==> src/inc/drt_pkg.sv <==
/*
  constants and types for the dual reloading down-timer block.
  assumes an 8-bit register port with byte addresses and one system clock.
*/
package drt_pkg;
  localparam int unsigned CNT_WIDTH = 16;
  localparam int unsigned DATA_WIDTH = 8;
  localparam int unsigned ADDR_WIDTH = 8;

  localparam logic [7:0] ADDR_IRQ_ENABLE = 8'h02;
  localparam logic [7:0] ADDR_T1_RELOAD_LOW = 8'h03;
  localparam logic [7:0] ADDR_T1_RELOAD_HIGH = 8'h04;
  localparam logic [7:0] ADDR_T2_RELOAD_LOW = 8'h05;
  localparam logic [7:0] ADDR_T2_RELOAD_HIGH = 8'h06;
  localparam logic [7:0] ADDR_OP_CONTROL_A = 8'h09;
  localparam logic [7:0] ADDR_IRQ_STATUS = 8'h0b;

  localparam int unsigned BIT_T1_IRQ = 2;
  localparam int unsigned BIT_T2_IRQ = 1;
  localparam int unsigned BIT_T1_ON = 2;
  localparam int unsigned BIT_T2_ON = 3;

  localparam logic [7:0] RST_BYTE = 8'h00;
  localparam logic [15:0] RST_COUNT = 16'h0000;
  localparam logic [15:0] ALL_ONES = 16'hffff;

  localparam logic [1:0] DIV_PHASES = 2'h3;
  localparam logic [1:0] DIV_LAST_PHASE = 2'h2;

  typedef enum logic [1:0] {
    DRT_MODE_DUAL = 2'b00,
    DRT_MODE_FAST = 2'b01,
    DRT_MODE_SLOW = 2'b10
  } drt_clk_mode_type;
endpackage

==> src/logic/drt_counter.sv <==
/*
  one 16-bit reloading down-counter with a registered underflow pulse.
  assumes tick is a one-cycle strobe on the system clock.
*/
module drt_counter #(
  parameter int unsigned WIDTH = 16
) (
  input wire logic clk_in,
  input wire logic rst_in,
  input wire logic tick_in,
  input wire logic enable_in,
  input wire logic [WIDTH-1:0] reload_in,
  output logic [WIDTH-1:0] count_out,
  output logic underflow_out
);
  logic [WIDTH-1:0] count_r;
  logic underflow_r;

  always_ff @(posedge clk_in)
  begin
    if (rst_in)
    begin
      count_r <= '0;
    end
    else if (enable_in && tick_in)
    begin
      if (count_r == '0)
      begin
        count_r <= reload_in;
      end
      else
      begin
        count_r <= count_r - WIDTH'(1);
      end
    end
  end

  always_ff @(posedge clk_in)
  begin
    if (rst_in)
    begin
      underflow_r <= 1'b0;
    end
    else
    begin
      underflow_r <= enable_in && tick_in && (count_r == '0);
    end
  end

  assign count_out = count_r;
  assign underflow_out = underflow_r;
endmodule

==> src/logic/drt_timers.sv <==
/*
  two reloading down-timers with preload bytes, enables and gated interrupts.
  assumes oscillator pins are asynchronous, the system tick and mode come
  from logic on MCLK_IN, and the core acknowledges interrupts by a pulse.
*/
// What this block does
// - timer one has a 16-bit down-counter and write-only low and high preload bytes
// - timer one decrements by one per selected clock pulse when enabled, else holds
// - timer one taking a pulse while at zero (underflow) raises its interrupt request
// - on that wrap timer one reloads from its preload pair automatically
// - preload N gives one timer one interrupt every N plus one pulses
// - reset clears timer one counter, so first enabled pulse underflows and reloads
// - timer one counts slow oscillator in dual or slow mode, fast in fast mode
// - timer two counts system tick divided by one and a half
// - timer two has its own preload bytes, wraps, interrupts and reloads
// - preload N gives one timer two interrupt every N plus one pulses
// - reset clears timer two counter, first enabled pulse underflows immediately
// - timer one interrupt gated by enable bit 2 at address 0x02, reset off
// - timer two interrupt gated by enable bit 1 at address 0x02, reset off
// - timer one counting enabled by bit 2 at address 0x09, reset off
// - timer two counting enabled by bit 3 at address 0x09, reset off
// - timer one preload low at 0x03, high at 0x04
// - timer two preload low at 0x05, high at 0x06
module drt_timers (
  input wire logic MCLK_IN,
  input wire logic RESET_IN,
  input wire logic [7:0] REG_ADDR_IN,
  input wire logic [7:0] REG_WDATA_IN,
  input wire logic REG_WR_IN,
  input wire logic REG_RD_IN,
  output logic [7:0] REG_RDATA_OUT,
  input wire logic SLOW_OSC_IN,
  input wire logic FAST_OSC_IN,
  input wire logic [1:0] CLOCK_MODE_IN,
  input wire logic SYS_TICK_IN,
  input wire logic IRQ1_ACK_IN,
  input wire logic IRQ2_ACK_IN,
  output logic TIMER1_IRQ_OUT,
  output logic TIMER2_IRQ_OUT,
  output logic IRQ_OUT
);
  localparam int unsigned W = drt_pkg::CNT_WIDTH;

  function automatic logic hit(input logic [7:0] addr, input logic [7:0] target);
    hit = (addr == target);
  endfunction

  // oscillator pin synchronisers, index 0 slow, 1 fast
  logic [1:0] osc_pin;
  logic [1:0] osc_meta_r;
  logic [1:0] osc_sync_r;
  logic [1:0] osc_prev_r;
  logic [1:0] osc_edge;

  // register state
  logic [7:0] t1_low_r;
  logic [7:0] t1_high_r;
  logic [7:0] t2_low_r;
  logic [7:0] t2_high_r;
  logic timer1_irq_enable_r;
  logic timer2_irq_enable_r;
  logic timer1_count_enable_r;
  logic timer2_count_enable_r;
  logic t1_pending_r;
  logic t2_pending_r;
  logic [7:0] rdata_r;
  logic [7:0] rdata_nxt;

  // clocking and counters
  logic [1:0] div_phase_r;
  logic t1_tick;
  logic t2_tick;
  logic [1:0] cnt_tick;
  logic [1:0] cnt_en;
  logic [1:0][W-1:0] cnt_reload;
  logic [1:0][W-1:0] cnt_value;
  logic [1:0] cnt_uf;
  logic wr_status;
  drt_pkg::drt_clk_mode_type mode;

  assign osc_pin = {FAST_OSC_IN, SLOW_OSC_IN};

  genvar gi;
  generate
    for (gi = 0; gi < 2; gi++)
    begin : g_sync
      always_ff @(posedge MCLK_IN)
      begin
        if (RESET_IN)
        begin
          osc_meta_r[gi] <= 1'b0;
          osc_sync_r[gi] <= 1'b0;
          osc_prev_r[gi] <= 1'b0;
        end
        else
        begin
          osc_meta_r[gi] <= osc_pin[gi];
          osc_sync_r[gi] <= osc_meta_r[gi];
          osc_prev_r[gi] <= osc_sync_r[gi];
        end
      end
      assign osc_edge[gi] = osc_sync_r[gi] && !osc_prev_r[gi];
    end
  endgenerate

  assign mode = drt_pkg::drt_clk_mode_type'(CLOCK_MODE_IN);

  // timer one clock source select
  always_comb
  begin
    unique case (mode)
      drt_pkg::DRT_MODE_FAST: t1_tick = osc_edge[1];
      drt_pkg::DRT_MODE_DUAL: t1_tick = osc_edge[0];
      drt_pkg::DRT_MODE_SLOW: t1_tick = osc_edge[0];
      default: t1_tick = osc_edge[0];
    endcase
  end

  // system tick divided by 1.5: two pulses out of every three
  always_ff @(posedge MCLK_IN)
  begin
    if (RESET_IN)
    begin
      div_phase_r <= 2'h0;
    end
    else if (SYS_TICK_IN)
    begin
      if (div_phase_r == drt_pkg::DIV_LAST_PHASE)
      begin
        div_phase_r <= 2'h0;
      end
      else
      begin
        div_phase_r <= div_phase_r + 2'h1;
      end
    end
  end

  assign t2_tick = SYS_TICK_IN && (div_phase_r != drt_pkg::DIV_LAST_PHASE);

  assign cnt_tick = {t2_tick, t1_tick};
  assign cnt_en = {timer2_count_enable_r, timer1_count_enable_r};
  assign cnt_reload[0] = {t1_high_r, t1_low_r};
  assign cnt_reload[1] = {t2_high_r, t2_low_r};

  generate
    for (gi = 0; gi < 2; gi++)
    begin : g_cnt
      // counters reset to zero, wrap and reload
      drt_counter #(
        .WIDTH(W)
      ) u_cnt (
        .clk_in(MCLK_IN),
        .rst_in(RESET_IN),
        .tick_in(cnt_tick[gi]),
        .enable_in(cnt_en[gi]),
        .reload_in(cnt_reload[gi]),
        .count_out(cnt_value[gi]),
        .underflow_out(cnt_uf[gi])
      );
    end
  endgenerate

  // write-only preload bytes
  always_ff @(posedge MCLK_IN)
  begin
    if (RESET_IN)
    begin
      t1_low_r <= drt_pkg::RST_BYTE;
      t1_high_r <= drt_pkg::RST_BYTE;
      t2_low_r <= drt_pkg::RST_BYTE;
      t2_high_r <= drt_pkg::RST_BYTE;
    end
    else if (REG_WR_IN)
    begin
      if (hit(REG_ADDR_IN, drt_pkg::ADDR_T1_RELOAD_LOW))
        t1_low_r <= REG_WDATA_IN;
      if (hit(REG_ADDR_IN, drt_pkg::ADDR_T1_RELOAD_HIGH))
        t1_high_r <= REG_WDATA_IN;
      if (hit(REG_ADDR_IN, drt_pkg::ADDR_T2_RELOAD_LOW))
        t2_low_r <= REG_WDATA_IN;
      if (hit(REG_ADDR_IN, drt_pkg::ADDR_T2_RELOAD_HIGH))
        t2_high_r <= REG_WDATA_IN;
    end
  end

  // interrupt enables and count enables
  always_ff @(posedge MCLK_IN)
  begin
    if (RESET_IN)
    begin
      timer1_irq_enable_r <= 1'b0;
      timer2_irq_enable_r <= 1'b0;
      timer1_count_enable_r <= 1'b0;
      timer2_count_enable_r <= 1'b0;
    end
    else if (REG_WR_IN)
    begin
      if (hit(REG_ADDR_IN, drt_pkg::ADDR_IRQ_ENABLE))
      begin
        timer1_irq_enable_r <= REG_WDATA_IN[drt_pkg::BIT_T1_IRQ];
        timer2_irq_enable_r <= REG_WDATA_IN[drt_pkg::BIT_T2_IRQ];
      end
      if (hit(REG_ADDR_IN, drt_pkg::ADDR_OP_CONTROL_A))
      begin
        timer1_count_enable_r <= REG_WDATA_IN[drt_pkg::BIT_T1_ON];
        timer2_count_enable_r <= REG_WDATA_IN[drt_pkg::BIT_T2_ON];
      end
    end
  end

  // sticky pending flags: set beats ack and write-one clear
  assign wr_status = REG_WR_IN && hit(REG_ADDR_IN, drt_pkg::ADDR_IRQ_STATUS);

  always_ff @(posedge MCLK_IN)
  begin
    if (RESET_IN)
    begin
      t1_pending_r <= 1'b0;
      t2_pending_r <= 1'b0;
    end
    else
    begin
      if (cnt_uf[0])
        t1_pending_r <= 1'b1;
      else if (IRQ1_ACK_IN || (wr_status && REG_WDATA_IN[drt_pkg::BIT_T1_IRQ]))
        t1_pending_r <= 1'b0;
      if (cnt_uf[1])
        t2_pending_r <= 1'b1;
      else if (IRQ2_ACK_IN || (wr_status && REG_WDATA_IN[drt_pkg::BIT_T2_IRQ]))
        t2_pending_r <= 1'b0;
    end
  end

  assign TIMER1_IRQ_OUT = t1_pending_r && timer1_irq_enable_r;
  assign TIMER2_IRQ_OUT = t2_pending_r && timer2_irq_enable_r;
  assign IRQ_OUT = TIMER1_IRQ_OUT || TIMER2_IRQ_OUT;

  // read mux, data stand one cycle after the strobe
  always_comb
  begin
    rdata_nxt = 8'h00;
    if (REG_RD_IN)
    begin
      if (hit(REG_ADDR_IN, drt_pkg::ADDR_IRQ_ENABLE))
      begin
        rdata_nxt[drt_pkg::BIT_T1_IRQ] = timer1_irq_enable_r;
        rdata_nxt[drt_pkg::BIT_T2_IRQ] = timer2_irq_enable_r;
      end
      else if (hit(REG_ADDR_IN, drt_pkg::ADDR_OP_CONTROL_A))
      begin
        rdata_nxt[drt_pkg::BIT_T1_ON] = timer1_count_enable_r;
        rdata_nxt[drt_pkg::BIT_T2_ON] = timer2_count_enable_r;
      end
      else if (hit(REG_ADDR_IN, drt_pkg::ADDR_IRQ_STATUS))
      begin
        rdata_nxt[drt_pkg::BIT_T1_IRQ] = t1_pending_r;
        rdata_nxt[drt_pkg::BIT_T2_IRQ] = t2_pending_r;
      end
    end
  end

  always_ff @(posedge MCLK_IN)
  begin
    if (RESET_IN)
      rdata_r <= drt_pkg::RST_BYTE;
    else
      rdata_r <= rdata_nxt;
  end

  assign REG_RDATA_OUT = rdata_r;
endmodule

==> config.mk <==
export PLATFORM = sky130hd
export DESIGN_NAME = drt_timers
export DESIGN_NICKNAME = d
export VERILOG_FILES = /design/src/inc/drt_pkg.sv /design/src/logic/drt_counter.sv /design/src/logic/drt_timers.sv
export SDC_FILE = /design/constraint.sdc
export NUM_CORES = 1
export LEC_CHECK = 0
export BUFFER_PORTS_ARGS = -buffer_cell sky130_fd_sc_hd__clkbuf_2
export CAP_MARGIN = 10
export CORE_MARGIN = 2
export CORE_UTILIZATION = 53
export CTS_BUF_LIST = sky130_fd_sc_hd__clkbuf_4 sky130_fd_sc_hd__clkbuf_8 sky130_fd_sc_hd__clkbuf_16
export CTS_CLUSTER_SIZE = 24
export DETAILED_ROUTE_END_ITERATION = 8
export PLACE_DENSITY_LB_ADDON = 0.15
export SLEW_MARGIN = 20
export SYNTH_ARGS = -nofsm -noshare
export SYNTH_HDL_FRONTEND = slang
export SYNTH_HIERARCHICAL = 1
export SYNTH_SLANG_ARGS = --single-unit
==> constraint.sdc <==
create_clock -name MCLK_IN -period 2.06 [get_ports MCLK_IN]
set_input_delay 0.412 -clock MCLK_IN [delete_from_list [all_inputs] [get_ports MCLK_IN]]
set_output_delay 0.412 -clock MCLK_IN [all_outputs]
set_load 0.02 [all_outputs]
# After elaboration in Yosys (flattened, before gate mapping)
# Cells that the tools add are included.
# W data, S select, Z words.
[totals]
inputBits = 27
wordCells = 80
ff_bits = 88
[op_classes]
add_sub_neg = 3
reduce_logical = 29
n_eq_ne = 10
n_bitwise = 2
muxes = 12
[op_table]
columns = ["cell", "count"]
rows = [
  ["$logic_not A16 Y1", 2],
  ["$mux W16", 2],
  ["$sub A16 B1 Y16 const B", 2],
  ["$eq A8 B3 Y1 const B", 3],
  ["$eq A8 B2 Y1 const B", 2],
  ["$eq A8 B4 Y1 const B", 2],
  ["$logic_and A1 B1 Y1", 12],
  ["$reduce_and A2 Y1", 6],
  ["$mux W1", 7],
  ["$mux W2", 3],
  ["$reduce_bool A2 Y1", 2],
  ["$reduce_or A4 Y1", 1],
  ["$logic_or A1 B1 Y1", 3],
  ["$add A2 B1 Y2 const B", 1],
  ["$eq A2 B1 Y1 const B", 1],
  ["$eq A2 B2 Y1 const B", 1],
  ["$logic_not A1 Y1", 2],
  ["$ne A2 B2 Y1 const B", 1],
  ["$not A1 Y1", 2],
  ["$reduce_or A2 Y1", 1],
]

# Logic depth before layout (Yosys ltp)
# Gate-level depths: netlist of run 1.
[depth]
word_depth = 6
mapped_depth = 9

# Modules after synthesis
# The synthesis of run 1 kept the hierarchy.
[by_module_without_submodules]
columns = ["module", "n_inst", "cells_per_inst", "seq_area_each_um2", "area_each_um2"]
rows = [
  ["drt_timers", 1, 208, 980.9, 2094.5],
  ["drt_counter", 2, 127, 340.3, 991.0],
]

# Worst setup path before layout of run 1
# OpenSTA, ideal clock, no wires.
[synth_path]
path_kind = "input-to-reg"
from = "input CLOCK_MODE_IN[1]"
to = "register g_cnt[0].u_cnt.count_r[15]"
arrival_ns = 2.003
path_stages = 7
setup_slack_ns = -0.013
t_required_ns = 1.989
path_buffers = 0
path_cell_list = "nand2b_1 o21ai_0 nand2_1 nor4_4 nand2_1 or4_1 a21oi_1"
[synth_between]
elab_chain_len = 3
[synth_lines]
columns = ["element", "line", "text"]
rows = [
  ["start: declaration", "drt_timers.sv:34", "input wire logic [1:0] CLOCK_MODE_IN,"],
  ["$eq A2 B1 Y1", "drt_timers.sv:111", "unique case (mode)"],
  ["$mux W1", "drt_timers.sv:111", ""],
  ["named net t1_tick", "drt_timers.sv:71", "logic t1_tick;"],
  ["$logic_and A1 B1 Y1", "drt_counter.sv:25", "else if (enable_in && tick_in)"],
  ["end signal: assignment", "drt_counter.sv:29", "count_r <= reload_in;"],
  ["end signal: assignment", "drt_counter.sv:33", "count_r <= count_r - WIDTH'(1);"],
  ["end: declaration", "drt_counter.sv:16", "logic [WIDTH-1:0] count_r;"],
]
# The timed path passes the listed nets, and every way through them passes these cells.
# A chain may end at the register's enable or synchronous reset.

# Worst setup path in the final report of run 1
[layout_path]
from = "register g_cnt[0].u_cnt.count_r[7]"
to = "register g_cnt[0].u_cnt.count_r[9]"
[layout_between]
elab_chain_len = 2
word_cells_on_any_way = 3
cone_classes = "add/sub (1); mux (1); reduce/logical (1)"
[layout_lines]
columns = ["element", "line", "text"]
rows = [
  ["$sub A16 B1 Y16 or $logic_not A16 Y1 (tied branches)", "drt_counter.sv:33, drt_counter.sv:27", ""],
  ["$mux W16 (*)", "drt_counter.sv:27", "if (count_r == '0)"],
]
# Mark *: on every way between the ends. The rest lies on a longest branch, timed or not.

==> results.yml, run 1 <==
power_and_ir_drop:
  p_int_mw: 2.375
  switchingPower_uw: 665.2
  pwr-share-seq: 0.531
  p_clk_frac: 0.420
  total_power_mw: 3.040
  p_per_area_nw_per_um2: 631.7
  leakagePower_nw: 1.967
  comb_power_share: 0.049
  ir_drop_mv: 0.4447
  switching_share: 0.2188
logic_synthesis:
  syn_area_um2: 4076
  netlist_top_cells_area: "dfxtp_1 41%, mux2i_1 8.8%, nand2b_1 7.1%"
  synth_top_area_share: 0.4076
  yosys_most_used_dff: "dfxtp_1"
  synth_edf_count: 0
  synth_cell_types: 50
  synth_top_area_cell: "dfxtp_1"
  synth_area_per_cell_um2: 8.823
  seq_area_frac_synth: 0.4076
  synth_cells: 462
  synthArstFlopShare: 0
  ys_ff_latch: 83
  yosys_warnings: 6
finish:
  diodes: 0
  final_cell_area_um2: 4812
  fill_cells: 632
  syn_to_final_growth_pct: 18.05
  layout-drive-gt1-share: 0.2243
  fin_cells: 625
  final_nets: 553
timing:
  worstMarginPinSlew_ns: 0.5361
  fin_skew_ns: 0.01364
  holdWs_ns: 0.2637
  fmax_mhz: 501.2
  post-route-period-util: 0.9686
  slew_headroom: 0.6399
  maxSlewViolCount: 0
  setup_viol: 0
  post-route-min-period_ns: 1.995
  hold_viol: 0
  setup_tns_ns: 0
global_routing:
  grt_pass1_wl_um: 16470
  antenna_found_initial: 0
  grt_pass1_vias: 3459
  grt_start_max_net_pins: 34
  grt_usage: 0.2457
  overflow: 0
setup_path:
  start_kind: "register"
  critPathMaxStageDelay_ns: 0.40
  cp.required_ns: 2.35
  cp_slowest_cell: "nor4_1"
  worstPathArrival_ns: 2.29
  crit_fanout: 13
  critPathCaptureType: "register"
  path_class: "register to register"
  cp_cell_sequence: "buf_4 -> nor4_1 -> and4b_1 -> buf_6 -> a21oi_1 -> o31ai_1 -> o311a_1"
floorplanning:
  rows: 31
  die_area_um2: 8409
  ios: 38
  die_h_um: 91.70
  die_w_um: 91.70
  coreArea_um2: 7370
  initial_core_util: 0.5531
clock_network:
  cts_tree: "yes"
  clock_sinks: 83
  clock_latency_ns: 0.36
  cts_htree_levels: 3
  cts_root_buffer: "clkbuf_8"
  clkTransAtPathRegs_ns: 0.09
  numCtsBuffers: 9
  holdBufCountCts: 0
  clockBufferDepth: 2
run:
  max_cap_viol_count: 0
detailed_routing:
  wire_per_inst_um: 16.14
  drtIter0Drc: 298
  drc: 0
  postRouteAntennaNets: 0
  wirelength_um: 10090
  drt-vias-per-instance: 5.989
  vias: 3743
  drtPass1Iterations: 5
place:
  port_buffers: 32
  hpwl_um: 7363
  dpl-instance-area_um2: 4529
  gp_congestion: 0.9101
  dp_cells: 609
hold_path:
  worst_hold_path_type: "input pin to register"
outcome:
  outcome: "completed"
[cell families (layout without fill, tap and decap cells)]
group / Yosys count / after routing / share of synthesized area
multiplexers: 41 / 41 / 0.1022
AO/OA/AOI/OAI: 96 / 96 / 0.1479
AND/OR/NAND/NOR: 201 / 201 / 0.2904
other: 1 / 5 / 0.0009199
buffers and inverters: 36 / 96 / 0.03867
adder cells (fa/ha/maj): 4 / 4 / 0.01228
flip-flops: 83 / 83 / 0.4076
[synth_stat cells, types with 3 or more instances]
master and number:
mux2i_1 36, nor4_1 4, o22ai_1 8, dfxtp_1 83
clkbuf_1 15, o31ai_1 6, nor2_1 28, and2_1 4
nor3b_1 7, o21ai_0 19, or3_1 5, nand2_1 40
buf_4 6, a21oi_1 31, o311ai_0 4, inv_1 13
or4_2 3, nor4_4 3, ha_1 4, nand3_1 15
mux2_2 5, a211oi_1 6, or4_1 6, nand4b_1 3
nand2b_1 46, o41ai_1 4, nor3_1 10, a31oi_1 6
nor2b_1 8
[per-stage QoR]
step,setup WS [ns],utilization
floorplan,0.03246,-
global placement,0.04307,0.6146
detailed placement,-0.02790,0.6146
CTS,0.03170,0.6438
global route,-0.003216,0.6530
finish,0.06470,0.6530
[path summary, 6_finish.rpt]
check,start,endpoint,slack [ns],cells after the start
max,g_cnt[0].u_cnt/count_out[7],g_cnt[0].u_cnt/count_out[9],0.06,7
min,FAST_OSC_IN,osc_meta_r[1],0.26,2
max reg2reg,g_cnt[0].u_cnt/count_out[7],g_cnt[0].u_cnt/count_out[9],0.06,7
min reg2reg,osc_meta_r[1],osc_sync_r[1],0.45,1
[worst max-delay path, delay by kind of cell (launching register included)]
family	cells	cell delay [ns]
DFF	1	0.32
buffers and inverters	2	0.32
AOI/OAI and AO/OA	3	0.54
and+or+nand+nor	2	0.74
[registers in the layout, indices dropped and copies added, names as in the netlist]
| register | cells |
|---|---|
| timer1_irq_enable_r | 1 |
| g_cnt.u_cnt/count_out | 32 |
| g_cnt.u_cnt/underflow_out | 2 |
| timer2_count_enable_r | 1 |
| timer1_count_enable_r | 1 |
| t1_high_r | 8 |
| osc_sync_r | 2 |
| t1_low_r | 8 |
| REG_RDATA_OUT | 3 |
| t2_low_r | 8 |
| t2_high_r | 8 |
| osc_meta_r | 2 |
| t1_pending_r | 1 |
| t2_pending_r | 1 |
| div_phase_r | 2 |
| timer2_irq_enable_r | 1 |
| osc_prev_r | 2 |
[final cells by class]
cell class                      instances  area [µm²]  area share
Multi-Input combinational cell        347        2320      0.4821
Sequential cell                        83        1667      0.3463
Timing Repair Buffer                   68       437.9     0.09100
Clock buffer                           11       138.9     0.02886
Tap cell                               99       123.9     0.02574
Clock inverter                          4       76.32     0.01586
Inverter                               13       48.80     0.01014
[power groups by stage]
stage / clock network (mW) / registers, mW / logic [mW]
finish: 1.28 / 1.61 / 0.148
global placement: 0 / 1.65 / 0.143
global route: 1.36 / 1.62 / 0.160
detailed placement: 0 / 1.65 / 0.145
CTS: 1.31 / 1.61 / 0.146
floorplan: 0 / 1.65 / 0.0917
[timing repair]
item | CTS | global route
setup endpoints to repair | 0 | 14
setup buffers | 0 | 1
gates resized for setup | 0 | 21
[cell usage in the layout, fill, tap and decap left out, drive strengths merged, types with 16 or more instances in the layout]
cell     n
dfxtp   83
buf     36
mux2i   36
a21oi   31
clkbuf  43
nand2   40
nor2    28
nand2b  46
nand3   16
o21ai   19
[metal layers]
layer	GRT usage	vias up	routed length [µm]
met5	0	-	0
met3	0.06163	16	703
met2	0.3744	148	4499
met1	0.3421	1782	4717
met4	0.07836	0	171
li1	-	1797	-
(Power assumes the default switching activity.)
==> inputs of run 2 (changes only) <==
Settings changed: CORE_UTILIZATION 53 to 50.
Clock period 2.06 ns to 1.8 ns, I/O delays scaled along.
==> run 2 against run 1 <==
- the flow now finishes with violations (setup timing)
- hold slack lost 0.042 ns
- clock skew grew 0.0033 ns
- core utilization grew 2.1 points
- critical endpoint is now g_cnt[1].u_cnt/count_out[15]
- largest cell class unchanged
==> results.yml, run 2 (synthesis results as in run 1) <==
place:
  hpwl_um: 7675
  port_buffers: 32
  dp_cells: 637
  gp_congestion: 0.9073
global_routing:
  grt_pass1_wl_um: 17660
  grt_pass1_vias: 3594
  grt_start_max_net_pins: 56
  grt_usage: 0.2537
  antenna_found_initial: 0
  overflow: 0
detailed_routing:
  drc: 0
  drt-vias-per-instance: 5.886
  drtIter0Drc: 308
  vias: 3908
  wire_per_inst_um: 16.72
  postRouteAntennaNets: 0
  drtPass1Iterations: 5
  wirelength_um: 11100
finish:
  fin_cells: 664
  layout-drive-gt1-share: 0.3238
  fin_util: 0.6742
  final_nets: 588
  final_cell_mix: "74 x dfxtp_1, 65 x buf_4, 45 x nand2b_1, 39 x nand2_1, 36 x mux2i_1"
  final_common_cell: "dfxtp_1"
  largest_reg_flops: 32
  syn_to_final_growth_pct: 29.13
  diodes: 0
  fill_cells: 630
timing:
  hold_viol: 0
  maxSlewViolCount: 0
  setup_viol: 3
  layout_setup_ws_ns: -0.08071
  rsz0062_at_grt: "yes"
  post-route-min-period_ns: 1.881
  holdWs_ns: 0.2214
  fmax_mhz: 531.7
  post-route-period-util: 1.045
  fin_skew_ns: 0.01689
setup_path:
  crit_fanout: 2
  worstPathArrival_ns: 2.16
  cp.required_ns: 2.08
  path_class: "register to register"
  critPathCaptureType: "register"
  start_kind: "register"
clock_network:
  cts_tree: "yes"
  clock_sinks: 83
  cts_htree_levels: 3
  cts_root_buffer: "clkbuf_8"
  clkTransAtPathRegs_ns: 0.08
  numCtsBuffers: 9
  clock_latency_ns: 0.35
  clockBufferDepth: 2
  holdBufCountCts: 0
floorplanning:
  die_w_um: 94.29
  die_h_um: 94.29
  die_area_um2: 8891
  ios: 38
  coreArea_um2: 7807
  initial_core_util: 0.5221
  rows: 32
power_and_ir_drop:
  ir_drop_mv: 0.4719
  leakagePower_nw: 2.180
  p_per_area_nw_per_um2: 666.6
outcome:
  outcome: "finished, violations left"
  failed_checks: "setup timing"
hold_path:
  worst_hold_path_type: "input pin to register"
run:
  max_cap_viol_count: 0
==> run 2: cell types whose count changed in the layout (fill, tap and decap cells not counted), sizes merged <==
cell,before,now
buf,36,69
and4b,2,4
clkinv,1,2
==> run 2: final cells by class <==
type                            count  area, µm²  area share
Tap cell                          102      127.6     0.02425
Timing Repair Buffer              101      695.7      0.1322
Clock inverter                      5      77.57     0.01474
Multi-Input combinational cell    349       2502      0.4754
Clock buffer                       11      138.9     0.02638
Sequential cell                    83       1673      0.3178
Inverter                           13      48.80    0.009270
==> run 2: worst paths after layout <==
kind / start / end / slack, ns / cells after the start
min reg2reg: osc_meta_r[1] / osc_sync_r[1] / 0.44 / 1
min: FAST_OSC_IN / osc_meta_r[1] / 0.22 / 2
max reg2reg: g_cnt[1].u_cnt/count_out[10] / g_cnt[1].u_cnt/count_out[15] / -0.08 / 5
max: g_cnt[1].u_cnt/count_out[10] / g_cnt[1].u_cnt/count_out[15] / -0.08 / 5
==> run 2: routing by layer <==
layer,wire [µm],GRT usage,up-vias,part of all wire
met5,0,0,-,0
li1,-,-,1871,-
met3,776,0.04334,20,0.070
met2,4991,0.3929,161,0.45
met1,5128,0.3636,1856,0.46
met4,206,0.07126,0,0.019
==> run 2: stage by stage <==
step           power, mW  setup WS [ns]  cell area [µm²]  setup TNS [ns]
3_3_place_gp       2.058        -0.1349             4761         -0.7662
4_1_cts            3.518       -0.06938             5030         -0.1189
3_5_place_dp       2.060        -0.1803             4761          -1.422
6_report           3.509       -0.08071             5264         -0.1672
2_1_floorplan      1.995       -0.07124             4143        -0.07811
5_1_grt            3.607        -0.1514             5264         -0.4869
==> run 2: timing repair <==
| item | CTS | global route |
|---|---|---|
| cloned | 2 | 1 |
| endpoints found under the setup margin | 25 | 26 |
| buffers inserted | 1 | 7 |
| gates resized for setup | 8 | 39 |
| pin swaps | 4 | 10 |
==> run 2: worst max-delay path, stage by stage (launching register included) <==
cell,delay (ns)
dfxtp_2,0.33
or4_4,0.54
nor4_4,0.25
nand2_1,0.13
or4_1,0.43
a21oi_2,0.13
==> run 2: power breakdown <==
group          total, mW  internal (mW)  switching [mW]
clock network       1.48          0.809           0.673
registers           1.85           1.84         0.00513
logic              0.178         0.0706           0.108
total               3.51           2.72           0.786
==> inputs of run 3 (changes only) <==
Settings changed: ABC_AREA set to 1, SYNTH_HIERARCHICAL 1 to not set.
==> run 3 against run 2 <==
- the run now ends clean
- combinational power is 14% lower
- first-iteration DRC count is 33% lower
- synthesized area is 10% higher
- register-to-register slack better by 0.27 ns
- core utilization is 11 points lower
- fmax is 17% higher
- critical path type unchanged
==> results.yml, run 3 <==
logic_synthesis:
  synth_area_per_cell_um2: 6.377
  synth_edf_count: 0
  seq_area_frac_synth: 0.3706
  synth_common_cells: "170 x nand2_1, 101 x inv_1, 83 x dfxtp_1, 76 x nor2_1, 71 x nand3_1"
  synth_top_area_cell: "dfxtp_1"
  yosys_warnings: 0
  yosys_most_used_dff: "dfxtp_1"
  synth_cells: 703
  synth_most_common_cell: "nand2_1"
  ys_ff_latch: 83
  synthArstFlopShare: 0
  netlist_top_cells_area: "dfxtp_1 37%, nand2_1 14%, inv_1 8.5%"
  synth_top_area_share: 0.3706
  synth_cell_types: 29
  syn_area_um2: 4483
timing:
  rsz0062_at_grt: "no"
  worstMarginPinSlew_ns: 0.5083
  slew_headroom: 0.6608
  maxSlewViolCount: 0
  hold_viol: 0
  setup_tns_ns: 0
  post-route-min-period_ns: 1.610
  fmax_mhz: 621.2
  setup_viol: 0
  fin_skew_ns: 0.006842
  post-route-period-util: 0.8943
  layout_setup_ws_ns: 0.1903
detailed_routing:
  drc: 0
  drt-vias-per-instance: 5.140
  drtPass1Iterations: 5
  postRouteAntennaNets: 0
  vias: 4343
  wirelength_um: 10790
  wire_per_inst_um: 12.76
  drtIter0Drc: 206
clock_network:
  cts-resized-gates: 0
  clock_sinks: 83
  holdBufCountCts: 0
  cts_root_buffer: "clkbuf_8"
  numCtsBuffers: 9
  post_cts_buffers: 0
  clock_latency_ns: 0.35
  clockBufferDepth: 2
  cts_htree_levels: 3
  clkTransAtPathRegs_ns: 0.09
  cts_tree: "yes"
power_and_ir_drop:
  leakagePower_nw: 2.511
  p_per_area_nw_per_um2: 681.7
  ir_drop_mv: 0.4711
floorplanning:
  die_h_um: 98.69
  initial_core_util: 0.5141
  rows: 34
  die_area_um2: 9740
  die_w_um: 98.69
  coreArea_um2: 8721
  ios: 38
setup_path:
  cp_cell_sequence: "inv_1 -> ha_1 -> nand3_1 -> nor2_4 -> buf_4 -> nand3b_1 -> nand2_1 -> inv_1 -> nand2_1 -> a21oi_1"
  path_class: "register to register"
  cp_slowest_cell: "dfxtp_1"
  crit_fanout: 14
  worstPathArrival_ns: 1.84
  critPathCaptureType: "register"
  critPathMaxStageDelay_ns: 0.32
  start_kind: "register"
  cp.required_ns: 2.03
global_routing:
  grt_start_max_net_pins: 38
  overflow: 0
  grt_pass1_wl_um: 18820
  grt_usage: 0.2361
  antenna_found_initial: 0
  grt_pass1_vias: 4153
finish:
  largest_reg_flops: 32
  fin_util: 0.5636
  fill_cells: 872
  syn_to_final_growth_pct: 9.629
  diodes: 0
  fin_cells: 845
  final_cell_mix: "170 x nand2_1, 101 x inv_1, 83 x dfxtp_1, 76 x nor2_1, 71 x nand3_1"
  layout-drive-gt1-share: 0.1031
  final_nets: 764
  final_common_cell: "nand2_1"
run:
  max_cap_viol_count: 0
place:
  gp_congestion: 0.8909
  dp_cells: 830
  hpwl_um: 7933
  port_buffers: 32
  dpl_worst_slack_ns: 0.1090
outcome:
  outcome: "completed"
hold_path:
  worst_hold_path_type: "input pin to register"
[run 3: cell types whose count changed in the layout (fill, tap and decap cells not counted), sizes merged, moves of 46 or more]
cell	delta
nor2	+59
nand2	+133
inv	+91
nand2b	-46
nand3	+55
buf	-58
[run 3: routing by layer]
metal	track usage	up-vias	share of wire
met5	0	-	0
met4	0.08641	0	0.015
met3	0.03617	15	0.061
met2	0.3778	132	0.43
met1	0.3249	1911	0.49
li1	-	2285	-
[run 3: final cells by class]
class                      instances  area, µm²  area share
sequential                        83       1662      0.3381
clock inverter                     4      52.55     0.01069
multi-input combinational        491       2288      0.4656
timing repair buffer              43      242.7     0.04939
inverter                         105      395.4     0.08045
clock buffer                      11      138.9     0.02826
tap                              108      135.1     0.02750
[run 3: stage by stage]
step	hold WS, ns	instance area, µm²	power [mW]
after floorplan	0.3883	4498	1.985
after global placement	0.3899	4723	2.045
after detailed placement	0.3998	4723	2.046
after CTS	0.1766	4915	3.386
after global routing	0.1862	4915	3.463
final	0.1877	4915	3.350
[run 3: cells by family (layout without fill, tap and decap cells)]
logic type               count (synthesis)  count (layout)  synth area share
adder cells (fa/ha/maj)                  4               4           0.01116
AND/OR/NAND/NOR                        356             356            0.3486
XOR/XNOR                                 3               3          0.005862
other                                    1               5         0.0008365
AO/OA/AOI/OAI                          123             123            0.1407
flip-flops                              83              83            0.3706
buffers and inverters                  133             163            0.1222
[run 3: path summary, 6_finish.rpt]
kind,startpoint,endpoint,slack [ns],cells after the start
max,g_cnt[0].u_cnt.count_out[0],g_cnt[0].u_cnt.count_out[12],0.19,10
min reg2reg,osc_meta_r[1],osc_sync_r[1],0.41,2
max reg2reg,g_cnt[0].u_cnt.count_out[0],g_cnt[0].u_cnt.count_out[12],0.19,10
min,SLOW_OSC_IN,osc_meta_r[0],0.19,3
[run 3: critical path, delay by kind of cell, from the launching register on]
| family | cells | cell delay [ns] |
|---|---|---|
| AND/OR/NAND/NOR | 5 | 0.51 |
| buffers and inverters | 3 | 0.37 |
| flip-flops | 1 | 0.32 |
| adder cells (fa/ha/maj) | 1 | 0.22 |
| AO/OA/AOI/OAI | 1 | 0.05 |
[run 3: report_power, final]
| group | total [mW] | leakage [nW] | internal [mW] | switching, mW |
|---|---|---|---|---|
| Combinational | 0.153 | 1.74 | 0.0477 | 0.105 |
| Sequential | 1.85 | 0.670 | 1.84 | 0.00421 |
| Clock | 1.35 | 0.100 | 0.668 | 0.680 |
| Total | 3.35 | 2.51 | 2.56 | 0.789 |
